### src/hdl/asp_defs.svh
// Purpose: Register offsets, field positions, reset values and timing counts
// Assumes: 40 MHz system clock
// Notes:   Definitions only
`ifndef ASP_DEFS_SVH
`define ASP_DEFS_SVH

// ==========================================
// Register offsets
`define ASP_OFS_CTRL_A      8'h08
`define ASP_OFS_CTRL_B      8'h09
`define ASP_OFS_DATA_OFS    8'h0a
`define ASP_OFS_FLAGS       8'h0b
`define ASP_OFS_FILT        8'h0c

// ==========================================
// Field positions
`define ASP_A_BCLK_DIR      7
`define ASP_A_WCLK_DIR      6
`define ASP_A_DOUT_HIZ      5
`define ASP_A_WMASK         8'hf4
`define ASP_B_MODE          7:6
`define ASP_B_WLEN          5:4
`define ASP_B_RATE          3
`define ASP_B_DAC_RS        2
`define ASP_B_ADC_RS        1
`define ASP_B_RS_MUTE       0
`define ASP_F_OVF           7:4
`define ASP_F_PLLR          3:0
`define ASP_T_HPF_L         7:6
`define ASP_T_HPF_R         5:4
`define ASP_T_FX_L          3
`define ASP_T_DEEM_L        2
`define ASP_T_FX_R          1
`define ASP_T_DEEM_R        0

// ==========================================
// Reset values
`define ASP_RST_PLLR        4'h1

// ==========================================
// Timing
`define ASP_CLK_NS          25
`define ASP_BCLK_HALF_NS    100
`define ASP_BCLK_HALF_CYC   ((`ASP_BCLK_HALF_NS) / (`ASP_CLK_NS))
`define ASP_MUTE_NS         1000
`define ASP_MUTE_CYC        ((`ASP_MUTE_NS) / (`ASP_CLK_NS))
`define ASP_FRAME_256       9'd256

`endif

### src/hdl/asp_pkg.sv
// Purpose: Types shared by the audio serial port
// Assumes: Constants live in asp_defs.svh
// Notes:   State of the core is one packed struct
package asp_pkg;

   // ==========================================
   // Frame formats
   typedef enum logic [1:0] {
      ASP_FMT_I2S = 2'b00,
      ASP_FMT_DSP = 2'b01,
      ASP_FMT_RJ  = 2'b10,
      ASP_FMT_LJ  = 2'b11
   } asp_fmt_t;

   typedef struct packed {
      logic [31:0] left;
      logic [31:0] right;
   } asp_pair_t;

   typedef struct packed {
      logic [7:0] addr;
      logic [7:0] wdata;
      logic       wr;
      logic       rd;
   } asp_reg_req_t;

   typedef struct packed {
      logic       hit;
      logic [5:0] idx;
   } asp_slot_t;

   typedef struct packed {
      logic [2:0]       bclk_sync;
      logic [2:0]       wclk_sync;
      logic [2:0]       din_sync;
      logic             bclk_lvl;
      logic             wclk_lvl;
      logic             din_lvl;
      logic             wclk_prev;
      logic [7:0]       div_cnt;
      logic             bclk_gen;
      logic             wclk_gen;
      logic [8:0]       pos;
      logic [8:0]       flen;
      logic [7:0]       ctrl_a;
      logic [7:0]       ctrl_b;
      logic [7:0]       ofs;
      logic [3:0]       flags;
      logic [3:0]       pllr;
      logic [7:0]       filt;
      logic [7:0]       rdata;
      asp_pair_t        tx_hold;
      logic             tx_full;
      asp_pair_t        tx_cur;
      logic             dout;
      logic             dout_on;
      logic [31:0]      rx_l;
      logic [31:0]      rx_r;
      asp_pair_t        buf0;
      asp_pair_t        buf1;
      logic [1:0]       buf_cnt;
      logic [15:0]      clk_cnt;
      logic [15:0]      fperiod;
      logic [1:0][15:0] ref_ph;
      logic [1:0]       ref_ok;
      logic [1:0][7:0]  mute_cnt;
      logic [1:0]       resync;
   } asp_state_t;

endpackage

### src/hdl/asp_core.sv
// Purpose: Audio serial port framing, configuration registers and status flags
// Assumes: Link pins are asynchronous to clk; register port is on clk
// Notes:   Bit clock sampled by clk, so it must stay well below clk / 6
//
// What this block does
// (RQ1) Two-bit mode field picks I2S, DSP, right- or left-justified framing.
// (RQ2) Two-bit word length field picks 16, 20, 24 or 32 bits.
// (RQ3) Bit clock rate bit matters only while the bit clock is driven out.
// (RQ4) Rate bit clear uses continuous timing; set gives 256 bit clocks per frame.
// (RQ5) DAC re-sync bit realigns DAC when its delay drifts past a quarter sample.
// (RQ6) ADC re-sync bit realigns ADC when its delay drifts past a quarter sample.
// (RQ7) Re-sync mute bit soft-mutes the realigned channel during re-sync.
// (RQ8) Eight-bit offset sets bit clocks from frame start to first data bit.
// (RQ9) In DSP format the offset counts from word clock rising edge.
// (RQ10) Software keeps offset at most 17, or 16 in DSP, under continuous timing.
// (RQ11) Software keeps offset at most 242, or 241 in DSP, under 256-clock framing.
// (RQ12) Four overflow flags latch at one and stay set until the flag register is read.
// (RQ13) Reading the flag register clears the flags it returned.
// (RQ14) Four-bit PLL R field shares the flag register; zero means 16, resets to 1.
// (RQ15) Left ADC high-pass field: off or one of three corners.
// (RQ16) Right ADC high-pass field: same choices, independent.
// (RQ17) Per-channel bits insert or bypass DAC effects filters.
// (RQ18) Per-channel bits insert or bypass DAC de-emphasis filters.
// (RQ19) Bit clock direction bit: input as slave at 0, driven as master at 1.
// (RQ20) Word clock direction bit: input as slave at 0, driven as master at 1.
// (RQ21) Master continuous timing sends just enough bit clocks for two slots.
`timescale 1ns/1ps
`include "asp_defs.svh"

module asp_core #(
   parameter logic [7:0] BCLK_HALF_CYC = 8'(`ASP_BCLK_HALF_CYC),
   parameter logic [7:0] MUTE_CYC      = 8'(`ASP_MUTE_CYC)
) (
   input  logic                 clk,
   input  logic                 sys_rst,
   input  asp_pkg::asp_reg_req_t reg_req,
   output logic [7:0]           reg_rdata,
   input  logic                 bclk_in,
   output logic                 bclk_out,
   output logic                 bclk_oe_n,
   input  logic                 wclk_in,
   output logic                 wclk_out,
   output logic                 wclk_oe_n,
   input  logic                 din,
   output logic                 dout,
   output logic                 dout_oe_n,
   input  asp_pkg::asp_pair_t   adc_pair,
   input  logic                 adc_valid,
   output logic                 adc_ready,
   output asp_pkg::asp_pair_t   dac_pair,
   output logic                 dac_valid,
   input  logic                 dac_ready,
   output logic                 dac_buf_ready,
   input  logic [3:0]           conv_ovf,
   input  logic [1:0]           conv_tick,
   output logic [1:0]           conv_resync,
   output logic [1:0]           conv_mute,
   output logic [4:0]           pll_r_value,
   output logic [1:0]           hpf_left,
   output logic [1:0]           hpf_right,
   output logic [1:0]           effects_en,
   output logic [1:0]           deemph_en
);
   import asp_pkg::*;

   // ==========================================
   // Decoding helpers
   function automatic logic [5:0] wl_bits(input logic [1:0] code);
      case (code)
         2'b00:   wl_bits = 6'd16;
         2'b01:   wl_bits = 6'd20;
         2'b10:   wl_bits = 6'd24;
         default: wl_bits = 6'd32;
      endcase
   endfunction

   function automatic asp_slot_t slot_of(input logic [8:0] p, input logic [8:0] st,
                                         input logic [5:0] w);
      logic [8:0] d;
      d = p - st;
      slot_of.hit = (p >= st) && (d < {3'b000, w});
      slot_of.idx = w - 6'd1 - d[5:0];
   endfunction

   asp_state_t s;
   asp_state_t next_s;
   asp_fmt_t   fmt;
   logic       bclk_m;
   logic       wclk_m;
   logic [5:0] wl;
   logic [8:0] flen;
   logic [8:0] half;
   logic [8:0] ls;
   logic [8:0] rs;
   logic [8:0] up;
   logic [8:0] pos_n;
   logic       div_hit;
   logic       rise;
   logic       fall;
   logic       w;
   logic       fe;
   asp_slot_t  tl;
   asp_slot_t  tr;
   asp_slot_t  rl;
   asp_slot_t  rr;
   logic       push;
   logic       drop;
   logic       rd_flags;
   logic [1:0] c;
   logic [15:0] dph;
   asp_pair_t  tx;

   // ==========================================
   // Frame geometry
   assign fmt    = asp_fmt_t'(s.ctrl_b[`ASP_B_MODE]); // RQ1
   assign bclk_m = s.ctrl_a[`ASP_A_BCLK_DIR];
   assign wclk_m = s.ctrl_a[`ASP_A_WCLK_DIR];
   assign wl     = wl_bits(s.ctrl_b[`ASP_B_WLEN]); // RQ2
   // Rate bit is looked at only when the bit clock is ours
   assign flen   = !bclk_m ? s.flen :                                // RQ3
                   (s.ctrl_b[`ASP_B_RATE] ? `ASP_FRAME_256 :         // RQ4
                    {2'b00, wl, 1'b0});                              // RQ21
   assign half   = {1'b0, flen[8:1]};
   // I2S data trails its word clock edge by one bit clock
   assign ls     = {1'b0, s.ofs} + ((fmt == ASP_FMT_I2S) ? 9'd1 : 9'd0)      // RQ8
                   + ((fmt == ASP_FMT_RJ) ? half - {3'b000, wl} : 9'd0);
   assign rs     = ls + ((fmt == ASP_FMT_DSP) ? {3'b000, wl} : half);
   assign up     = (s.pos + 9'd1 == flen) ? 9'd0 : s.pos + 9'd1;

   // ==========================================
   // Bit clock events
   assign div_hit = s.div_cnt == BCLK_HALF_CYC - 8'd1;
   assign rise = bclk_m ? (div_hit & ~s.bclk_gen)
                        : (s.bclk_sync[1] == s.bclk_sync[2]) & s.bclk_sync[2] & ~s.bclk_lvl;
   assign fall = bclk_m ? (div_hit & s.bclk_gen)
                        : (s.bclk_sync[1] == s.bclk_sync[2]) & ~s.bclk_sync[2] & s.bclk_lvl;
   assign w    = wclk_m ? s.wclk_gen : s.wclk_lvl;
   // I2S frames open on the falling word clock edge, all others on rising
   assign fe   = (fmt == ASP_FMT_I2S) ? (s.wclk_prev & ~w) : (~s.wclk_prev & w); // RQ9
   // Free-running in slave so a measured length is never capped by the last one
   assign pos_n = fe ? 9'd0 : (bclk_m ? up : s.pos + 9'd1);
   assign tl = slot_of(up, ls, wl);
   assign tr = slot_of(up, rs, wl);
   assign rl = slot_of(pos_n, ls, wl);
   assign rr = slot_of(pos_n, rs, wl);
   assign push = rise & rr.hit & (rr.idx == 6'd0);
   assign drop = push & (s.buf_cnt == 2'd2) & ~dac_ready;
   assign rd_flags = reg_req.rd & (reg_req.addr == `ASP_OFS_FLAGS);

   always_comb begin
      next_s = s;
      c = s.buf_cnt;
      dph = 16'h0000;
      tx = s.tx_cur;
      // Synchronisers; a level counts once the second and third stages agree
      next_s.bclk_sync = {s.bclk_sync[1:0], bclk_in};
      next_s.wclk_sync = {s.wclk_sync[1:0], wclk_in};
      next_s.din_sync  = {s.din_sync[1:0], din};
      if (s.bclk_sync[1] == s.bclk_sync[2])
         next_s.bclk_lvl = s.bclk_sync[2];
      if (s.wclk_sync[1] == s.wclk_sync[2])
         next_s.wclk_lvl = s.wclk_sync[2];
      if (s.din_sync[1] == s.din_sync[2])
         next_s.din_lvl = s.din_sync[2];

      // ==========================================
      // Register port
      if (reg_req.wr) begin
         case (reg_req.addr)
            `ASP_OFS_CTRL_A:   next_s.ctrl_a = reg_req.wdata & `ASP_A_WMASK;
            `ASP_OFS_CTRL_B:   next_s.ctrl_b = reg_req.wdata;
            `ASP_OFS_DATA_OFS: next_s.ofs = reg_req.wdata; // RQ8
            `ASP_OFS_FLAGS:    next_s.pllr = reg_req.wdata[`ASP_F_PLLR]; // RQ14
            `ASP_OFS_FILT:     next_s.filt = reg_req.wdata;
            default: ;
         endcase
      end
      if (reg_req.rd) begin
         case (reg_req.addr)
            `ASP_OFS_CTRL_A:   next_s.rdata = s.ctrl_a;
            `ASP_OFS_CTRL_B:   next_s.rdata = s.ctrl_b;
            `ASP_OFS_DATA_OFS: next_s.rdata = s.ofs;
            `ASP_OFS_FLAGS:    next_s.rdata = {s.flags, s.pllr};
            `ASP_OFS_FILT:     next_s.rdata = s.filt;
            default:           next_s.rdata = 8'h00;
         endcase
      end
      // Sticky flags; a new overflow in the clearing cycle is kept
      next_s.flags = (s.flags & ~{4{rd_flags}})                         // RQ13
                     | conv_ovf | {2'b00, drop, drop};                  // RQ12

      // ==========================================
      // Master clock generation
      next_s.div_cnt = div_hit ? 8'h00 : s.div_cnt + 8'h01;
      if (div_hit)
         next_s.bclk_gen = ~s.bclk_gen;
      if (fall) begin
         case (fmt)
            ASP_FMT_I2S: next_s.wclk_gen = up >= half;
            ASP_FMT_DSP: next_s.wclk_gen = up == 9'd0;
            default:     next_s.wclk_gen = up < half;
         endcase
         // New word taken at the fall before position 0, so a zero offset sends it whole
         if (up == 9'd0) begin
            tx = s.tx_full ? s.tx_hold : '0;
            next_s.tx_cur = tx;
            next_s.tx_full = 1'b0;
         end
         // Launch on the fall for the far end's next rising edge
         next_s.dout = tl.hit ? tx.left[tl.idx[4:0]]
                     : (tr.hit ? tx.right[tr.idx[4:0]] : 1'b0);
         next_s.dout_on = tl.hit | tr.hit | ~s.ctrl_a[`ASP_A_DOUT_HIZ];
      end

      // ==========================================
      // Frame tracking and capture
      next_s.clk_cnt = (s.clk_cnt == 16'hffff) ? s.clk_cnt : s.clk_cnt + 16'h0001;
      if (rise) begin
         next_s.wclk_prev = w;
         next_s.pos = pos_n;
         if (fe)
            next_s.flen = s.pos + 9'd1;
         if (rl.hit)
            next_s.rx_l[rl.idx[4:0]] = s.din_lvl;
         if (rr.hit)
            next_s.rx_r[rr.idx[4:0]] = s.din_lvl;
         if (pos_n == 9'd0) begin
            next_s.fperiod = s.clk_cnt;
            next_s.clk_cnt = 16'h0000;
         end
      end
      if (adc_valid && !s.tx_full) begin
         next_s.tx_hold = adc_pair;
         next_s.tx_full = 1'b1;
      end

      // ==========================================
      // Receive buffer, head entry drives the outputs
      if (dac_ready && c != 2'd0) begin
         next_s.buf0 = s.buf1;
         c = c - 2'd1;
      end
      if (push && c != 2'd2) begin
         if (c == 2'd0)
            next_s.buf0 = '{left: s.rx_l, right: next_s.rx_r};
         else
            next_s.buf1 = '{left: s.rx_l, right: next_s.rx_r};
         c = c + 2'd1;
      end
      next_s.buf_cnt = c;

      // ==========================================
      // Converter re-sync, index 0 is the DAC, 1 the ADC
      next_s.resync = 2'b00;
      for (int k = 0; k < 2; k++) begin
         if (s.mute_cnt[k] != 8'h00)
            next_s.mute_cnt[k] = s.mute_cnt[k] - 8'h01;
         if (!s.ctrl_b[`ASP_B_DAC_RS - k]) begin
            next_s.ref_ok[k] = 1'b0;
         end else if (conv_tick[k]) begin
            dph = (s.clk_cnt > s.ref_ph[k]) ? s.clk_cnt - s.ref_ph[k]
                                            : s.ref_ph[k] - s.clk_cnt;
            if (!s.ref_ok[k]) begin
               next_s.ref_ph[k] = s.clk_cnt;
               next_s.ref_ok[k] = 1'b1;
            end else if (dph > {2'b00, s.fperiod[15:2]}) begin // RQ5 RQ6
               next_s.ref_ph[k] = s.clk_cnt;
               next_s.resync[k] = 1'b1;
               if (s.ctrl_b[`ASP_B_RS_MUTE])
                  next_s.mute_cnt[k] = MUTE_CYC; // RQ7
            end
         end
      end
   end

   always_ff @(posedge clk) begin
      if (sys_rst) begin
         s      <= '0;
         s.pllr <= `ASP_RST_PLLR; // RQ14
      end else begin
         s <= next_s;
      end
   end

   // ==========================================
   // Outputs
   assign reg_rdata     = s.rdata;
   assign bclk_out      = s.bclk_gen;
   assign bclk_oe_n     = ~bclk_m; // RQ19
   assign wclk_out      = s.wclk_gen;
   assign wclk_oe_n     = ~wclk_m; // RQ20
   assign dout          = s.dout;
   assign dout_oe_n     = ~s.dout_on;
   assign adc_ready     = ~s.tx_full;
   assign dac_pair      = s.buf0;
   assign dac_valid     = s.buf_cnt != 2'd0;
   assign dac_buf_ready = s.buf_cnt != 2'd2;
   assign conv_resync   = s.resync;
   assign conv_mute     = {s.mute_cnt[1] != 8'h00, s.mute_cnt[0] != 8'h00}; // RQ7
   assign pll_r_value   = (s.pllr == 4'h0) ? 5'd16 : {1'b0, s.pllr}; // RQ14
   assign hpf_left      = s.filt[`ASP_T_HPF_L]; // RQ15
   assign hpf_right     = s.filt[`ASP_T_HPF_R]; // RQ16
   assign effects_en    = {s.filt[`ASP_T_FX_L], s.filt[`ASP_T_FX_R]}; // RQ17
   assign deemph_en     = {s.filt[`ASP_T_DEEM_L], s.filt[`ASP_T_DEEM_R]}; // RQ18

endmodule // asp_core

### config.mk
export PLATFORM = sky130hd
export DESIGN_NAME = asp_core
export DESIGN_NICKNAME = d
export VERILOG_FILES = /design/src/hdl/asp_pkg.sv /design/src/hdl/asp_core.sv
export VERILOG_INCLUDE_DIRS = /design/src /design/src/hdl
export SDC_FILE = /design/constraint.sdc
export NUM_CORES = 1
export LEC_CHECK = 0
export BUFFER_PORTS_ARGS = -buffer_cell sky130_fd_sc_hd__buf_4
export CAP_MARGIN = 20
export CORE_UTILIZATION = 25
export DETAILED_ROUTE_END_ITERATION = 6
export PLACE_DENSITY = 0.41
export SYNTH_ARGS = -nofsm -noshare
export SYNTH_HDL_FRONTEND = slang
export SYNTH_SLANG_ARGS = --single-unit
### constraint.sdc
create_clock -name clk -period 19.5 [get_ports clk]
set_input_delay 0.975 -clock clk [delete_from_list [all_inputs] [get_ports clk]]
set_output_delay 0.975 -clock clk [all_outputs]
set_load 0.03 [all_outputs]
==> results of run 1 <==
[path summary, 6_finish.rpt]
check | end | slack [ns] | cells past startpoint
worst min-delay path | next_s[491]$_SDFF_PP0_ | 0.44 | 1
worst min register to register | next_s[491]$_SDFF_PP0_ | 0.44 | 1
worst max-delay path | s[143]$_SDFFE_PP0P_ | 11.42 | 31
worst max register to register | s[143]$_SDFFE_PP0P_ | 11.42 | 31
[kinds of logic (layout without fill, tap and decap cells)]
logic type / after synthesis / after routing / synth area share, %
AND/OR/NAND/NOR: 1235 / 1235 / 19.2
XOR/XNOR: 126 / 126 / 3.97
flip-flops: 492 / 492 / 33.5
AO/OA/AOI/OAI: 817 / 817 / 17.6
adder cells (fa/ha/maj): 207 / 207 / 9.07
multiplexers: 252 / 252 / 9.36
buffers and inverters: 475 / 502 / 7.30
[cells in the mapped netlist (all sizes together), types with 20 or more instances]
cell	number
a21o	45
and3	34
dfxtp	492
o21a	27
nand3	169
a21oi	346
nor3	38
ha	189
a211oi	25
o21ai	136
inv	159
o22ai	25
nand2	479
nand2b	32
o41ai	20
nor4	30
nor2	295
buf	132
o31ai	21
mux2	81
xnor2	86
clkbuf	181
mux2i	161
nand4	29
xor2	36
nor2b	53
o211ai	47
[report_power, final]
| part | leakage, nW | total (mW) | internal [mW] | switching (mW) |
|---|---|---|---|---|
| combinational | 8.69 | 0.255 | 0.102 | 0.153 |
| clock | 0.956 | 1.12 | 0.662 | 0.462 |
| sequential | 3.98 | 1.04 | 1.02 | 0.0196 |
[per-layer routing]
layer  vias to the layer above  track usage, %
li1                      12500               -
met2                       336            26.7
met1                     11600            20.8
met4                         0            4.22
met5                         -               0
met3                       112            1.72
[area by class of cell]
class	count	share of cell area [%]
multi-input cells	2637	52.1
flip-flops and latches	492	29.3
well taps	1524	5.68
repair buffers	233	5.27
clock buffers	82	4.98
inverters	162	1.82
clock inverters	25	0.820
[critical path, delay by kind of cell (launching register included)]
kind                       cells  cell delay, ns
DFF                            1            0.45
buffers and inverters          5            0.88
and+or+nand+nor                8            1.57
xor gates and xnor gates       1            0.17
muxes                          1            0.23
AOI/OAI and AO/OA              8            1.83
adders and majority gates      8            2.71
[state kept, by name, indices dropped and copies added (netlist names)]
name	cells
s	398
dac_pair	64
reg_rdata	8
next_s	6
conv_resync	2
deemph_en	2
effects_en	2
fmt	2
hpf_left	2
hpf_right	2
bclk_m	1
bclk_out	1
dout	1
wclk_out	1
[stage by stage]
stage	hold WS [ns]	total power, mW	util [%]	setup slack [ns]	instances
finish	0.442	2.42	28.9	11.42	5155
floorplan	0.413	1.24	-	12.55	3604
global route	0.465	2.54	28.9	10.97	5155
global placement	0.433	1.33	27.2	11.54	5048
CTS	0.444	2.47	28.9	11.41	5155
detailed placement	0.428	1.33	27.2	11.45	5048
==> summary.md, run 1 <==
| Metric | Value |
|---|---|
| Register area | `9850 um2` |
| Worst path max stage delay | `slightly below 0.8 ns` |
| First-pass GRT wire length | `~150000 um` |
| N_diodes | `0` |
| Peak supply drop | `0.0000638 V` |
| Syn Area/Cell | `8.16 um2` |
| Synth area leader | `dfxtp_1` |
| Hold_sp | `next_s[490]$_SDFF_PP0_` |
| Crit start category | `flip-flop` |
| Layout cells sized above 1 | `around an eighth` |
| Commonest cells after routing, fill and taps aside | `dfxtp_1, nand2_1, a21oi_1` |
| Die Ht | `345 um` |
| Kind of critical path | `reg -> reg` |
| Top_reg_cell synth | `dfxtp_1` |
| Initial Util | `25.3%` |
| DRT Wirelength | `94400 um` |
| Worst path most repeated cell | `ha_1` |
| Leak Pwr | `13.6 nW` |
| Max layer used | `met4` |
| Number of I/O pins | `193` |
| Mapped Cells | `3604` |
| Setup Total Neg Slack | `0 ns` |
| Synth warn | `0` |
| IO Port Bufs | `192` |
| Post-synth EDFFs | `0` |
| Clock sink count | `between 400 and 500` |
| Root buffer cell | `clkbuf_16` |
| Dpl hpwl | `67000 um` |
| CTS tree | `built` |
| Slew headroom | `27.3%` |
| Remaining Overflow, GRT | `0` |
| Die area | `about 120000 um2` |
| Worst-Margin Slew | `1.08 ns` |
| Num CTS Buffers | `58` |
| Fmax | `around 120 MHz` |
| Largest cells by area after synthesis | `dfxtp_1, ha_1, nand2_1, a21oi_1, mux2i_1` |
| Layout area overhead | `14.2%` |
| Hold Vio Cnt, Final | `0` |
| Via count | `roughly 25000` |
| Critical path capture point type | `flip-flop` |
| PD cells | `72.1 nW/um2` |
| Post-DRT Antenna Nets | `0` |
| DRC | `0` |
| CP max stage cell | `or4_4` |
| Die width | `between 300 and 400 um` |
| Area of the multi-input gates | `about 17000 um2` |
| Routed wl met2 | `45400 um` |
| Core Rows | `between 100 and 150` |
| Nets | `just under 4000` |
| Post-CTS Hold Buffers | `0` |
| Clk Latency, worst-skew pair | `0.64 ns` |
| Distinct cell type count after synthesis | `slightly below 100` |
| Reg clk slew, reported paths | `0.06 ns` |
| Worst min path class | `reg -> reg` |
| Status | `finished clean` |
| Seq cells post-synth | `492` |
| Clock Tree Buf Depth | `3` |
| Sequential area share after synthesis | `33.5%` |
| First drt pass iteration count | `5` |
| M1 wire length | `44100 um` |
| Cell Area, Synth | `29400 um2` |
| Min Clock Period, post-route | `8.08 ns` |
| Period Utilization, post-route | `41.4%` |
| FILL cells | `12600` |
| Max-cap violation count | `0` |
| Core Box Area | `roughly 120000 um2` |
| GRT Resource Usage Total | `15.6%` |
| Antenna violations before repair | `1` |
| Most common cell after layout, fill and taps aside | `dfxtp_1` |
| Wire per inst | `18.3 um` |
| Worst Path Max Fanout | `41` |
| Final Max Tran Viols | `0` |
| Placed cell areas | `31600 um2` |
| Final setup viols | `0` |
| Ys async rst share | `0%` |
| Post-synth top area share | `33.5%` |
| Vias in the first global route | `24200` |
| DRT iter0 DRCs | `approximately 1300` |
| RSZ-0062 raised after global routing | `false` |
| Met3 WL | `2550 um` |
| Clock Skews | `0.0347 ns` |
| H-tree levels | `2` |
| Vias/cell | `approximately 4.8` |
| Setup bufs post-CTS | `0` |
| Largest net degree at the start of global routing | `193` |
| WP data required | `19.97 ns` |
| Design Area, Final | `around 34000 um2` |
| Critical Path AT | `8.55 ns` |
| Final GP Congestion | `~0.86` |
| Crit path from | `s[446]$_SDFFE_PP0P_` |
| Synth Net Count | `3900` |
| Post_cts resized | `0` |
| Reg2reg start | `s[446]$_SDFFE_PP0P_` |
(Power assumes the default switching activity.)
==> inputs of run 2 (changes only) <==
==> constraint.sdc (replaced) <==
create_clock -name clk -period 7.8 [get_ports clk]
set_input_delay 0.39 -clock clk [delete_from_list [all_inputs] [get_ports clk]]
set_output_delay 0.39 -clock clk [all_outputs]
set_load 0.03 [all_outputs]
==> summary.md, run 2 (synthesis results as in run 1) <==
| Metric | Value |
|---|---|
| Commonest cells after routing, fill and taps aside | `dfxtp_1, nand2_1, a21oi_1` |
| R2r worst-path depth | `29 (-6.5%)` |
| Period Utilization, post-route | `93.0% (+52 points)` |
| GRT Resource Usage Total | `15.7% (+0.085 points)` |
| Via count | `25100 (+1.9%)` |
| Layout area overhead | `17.5%` |
| Hold Vio Cnt, Final | `0 (unchanged)` |
| Hold Path Cell Cnt | `3 (+2)` |
| Crit start category | `flip-flop` |
| Final GP Congestion | `0.870 (+0.92%)` |
| Layout cells sized above 1 | `13.4% (+0.26 points)` |
| Vias in the first global route | `24800 (+2.3%)` |
| Biggest register | `s` |
| CP max stage cell | `a2111o_1` |
| PD cells | `176 nW/um2 (+140%)` |
| Post-DRT Antenna Nets | `0 (unchanged)` |
| Worst path max stage delay | `0.53 ns (-0.24 ns)` |
| Num CTS Buffers | `59 (+1.7%)` |
| Clk Latency, worst-skew pair | `0.65 ns (about the same)` |
| Reg2reg start | `s[445]$_SDFFE_PP0P_` |
| Leak Pwr | `14.0 nW (+3.0%)` |
| Buffers & Inverters on Critical Path | `4 (-1)` |
| Crit-path leading delay family | `adder cells` |
| Setup Total Neg Slack | `0 ns (unchanged)` |
| Clock sink count | `492 (unchanged)` |
| H-tree levels | `2 (unchanged)` |
| Min Clock Period, post-route | `7.26 ns (-0.824 ns)` |
| Critical path capture point type | `flip-flop` |
| Register area | `9850 um2 (about the same)` |
| Critical Path AT | `7.79 ns (-0.76 ns)` |
| RSZ-0062 raised after global routing | `false` |
| DRT Wirelength | `94900 um (+0.57%)` |
| IO Port Bufs | `192 (unchanged)` |
| Fmax | `138 MHz (+11%)` |
| Peak supply drop | `0.000150 V (+140%)` |
| Clock Tree Buf Depth | `3 (unchanged)` |
| CTS tree | `built` |
| Status | `finished clean` |
| Remaining Overflow, GRT | `0 (unchanged)` |
| Core Box Area | `116000 um2 (unchanged)` |
| Die Ht | `345 um (unchanged)` |
| Number of I/O pins | `193 (unchanged)` |
| Hold Slack | `0.0686 ns (-0.374 ns)` |
| Dpl hpwl | `66500 um (-0.79%)` |
| Largest register FFs | `398 (unchanged)` |
| Reg clk slew, reported paths | `0.06 ns (about the same)` |
| Worst path most repeated cell | `ha_1` |
| Worst-Margin Slew | `1.07 ns (-0.0155 ns)` |
| Root buffer cell | `clkbuf_16` |
| Register-to-register setup slack | `0.54 ns (-10.88 ns)` |
| Max-cap violation count | `0 (unchanged)` |
| FILL cells | `12600 (-0.24%)` |
| First-pass GRT wire length | `148000 um (+0.71%)` |
| Initial Util | `25.3% (unchanged)` |
| Clock Skews | `0.0224 ns (-0.0123 ns)` |
| Worst min path class | `in -> reg` |
| Hold_sp | `adc_pair[46]` |
| Hold endpoint | `s[391]$_SDFFE_PP0P_` |
| Vias/cell | `4.78 (about the same)` |
| Core Rows | `125 (unchanged)` |
| Slew headroom | `28.2% (+0.91 points)` |
| WP data required | `8.34 ns (-11.63 ns)` |
| Die area | `119000 um2 (unchanged)` |
| Die width | `345 um (unchanged)` |
| Kind of critical path | `reg -> reg` |
| Final Max Tran Viols | `0 (unchanged)` |
| Largest net degree at the start of global routing | `173 (-10%)` |
| DRC | `0 (unchanged)` |
| Wire per inst | `18.1 um (-1.3%)` |
| Area of the multi-input gates | `17500 um2 (about the same)` |
| Antenna violations before repair | `0 (-1)` |
| Final setup viols | `0 (unchanged)` |
| First drt pass iteration count | `5 (unchanged)` |
| Worst Path Max Fanout | `35 (-15%)` |
| Nets | `3976 (+2.5%)` |
| Crit Reg-Reg Endpoint | `s[85]$_SDFF_PP0_` |
| Most common cell after layout, fill and taps aside | `dfxtp_1` |
| DRT iter0 DRCs | `1314 (+3.6%)` |
-- run 2: cell count changes in the layout (fill, tap and decap cells not counted), sizes merged --
cell         previous run  this run
clkinv                 17        15
bufinv                  5         4
clkbuf                 82        86
clkinvlp                4         5
diode                   0         2
buf                   233       251
inv                   161       159
dlygate4sd3             0        77
-- run 2: final cells by class --
cell class | count | share of cell area [%]
antenna | 2 | 0.0145
clock buffer | 86 | 5.01
clock inverter | 21 | 0.641
inverter | 162 | 1.77
multi-input combinational | 2637 | 50.7
sequential | 492 | 28.5
tap | 1524 | 5.52
timing repair buffer | 328 | 7.88
-- run 2: report_power, final --
part	total, mW	switching (mW)	internal [mW]
combinational	0.671	0.387	0.284
clock	2.80	1.14	1.66
sequential	2.61	0.0488	2.56
-- run 2: how the worst max path moves through the flow --
| stage | startpoint | end | slack, ns | cells past startpoint |
|---|---|---|---|---|
| floorplan | s[446]$_SDFFE_PP0P_ | s[85]$_SDFF_PP0_ | 0.85 | 30 |
| global placement | s[445]$_SDFFE_PP0P_ | s[233]$_SDFF_PP0_ | 0.37 | 29 |
| detailed placement | s[445]$_SDFFE_PP0P_ | s[233]$_SDFF_PP0_ | 0.26 | 29 |
| CTS | s[445]$_SDFFE_PP0P_ | s[233]$_SDFF_PP0_ | 0.23 | 29 |
| global route | s[445]$_SDFFE_PP0P_ | s[85]$_SDFF_PP0_ | 0.07 | 29 |
| finish | s[445]$_SDFFE_PP0P_ | s[85]$_SDFF_PP0_ | 0.54 | 29 |
-- run 2: per-stage QoR --
step / instance area, um2 / utilization (%) / setup slack [ns] / power [mW] / cells
after global routing: 34600 / 29.7 / 0.0704 / 6.39 / 5250
final: 34600 / 29.7 / 0.544 / 6.09 / 5252
after floorplan: 29400 / - / 0.850 / 3.10 / 3604
after detailed placement: 31800 / 27.3 / 0.264 / 3.31 / 5065
after CTS: 34500 / 29.6 / 0.227 / 6.21 / 5249
after global placement: 31800 / 27.3 / 0.366 / 3.32 / 5065
-- run 2: what timing repair did --
action,4_1_cts,5_1_grt
setup buffers,0,0
setup endpoints to repair,0,42
endpoints found under the hold margin,90,0
hold buffers,77,0
resized for setup,0,9
-- run 2: metal layers --
metal | wire length, um | vias up | global-route usage, % | part of all wire, %
met4 | 1940 | 0 | 3.82 | 2.0
li1 | - | 12700 | - | -
met1 | 43700 | 11900 | 20.7 | 46
met5 | 0 | - | 0 | 0
met2 | 46400 | 396 | 27.1 | 49
met3 | 2870 | 118 | 2.00 | 3.0
-- run 2: worst reg2reg max path: cells and delay by family, from the launching register on --
kind | cells | cell delay, ns
buf+inv | 4 | 0.48
flops | 1 | 0.43
xor+xnor | 1 | 0.17
mux | 1 | 0.37
simple gates | 9 | 1.64
fa+ha+maj | 7 | 2.51
compound gates | 7 | 1.56
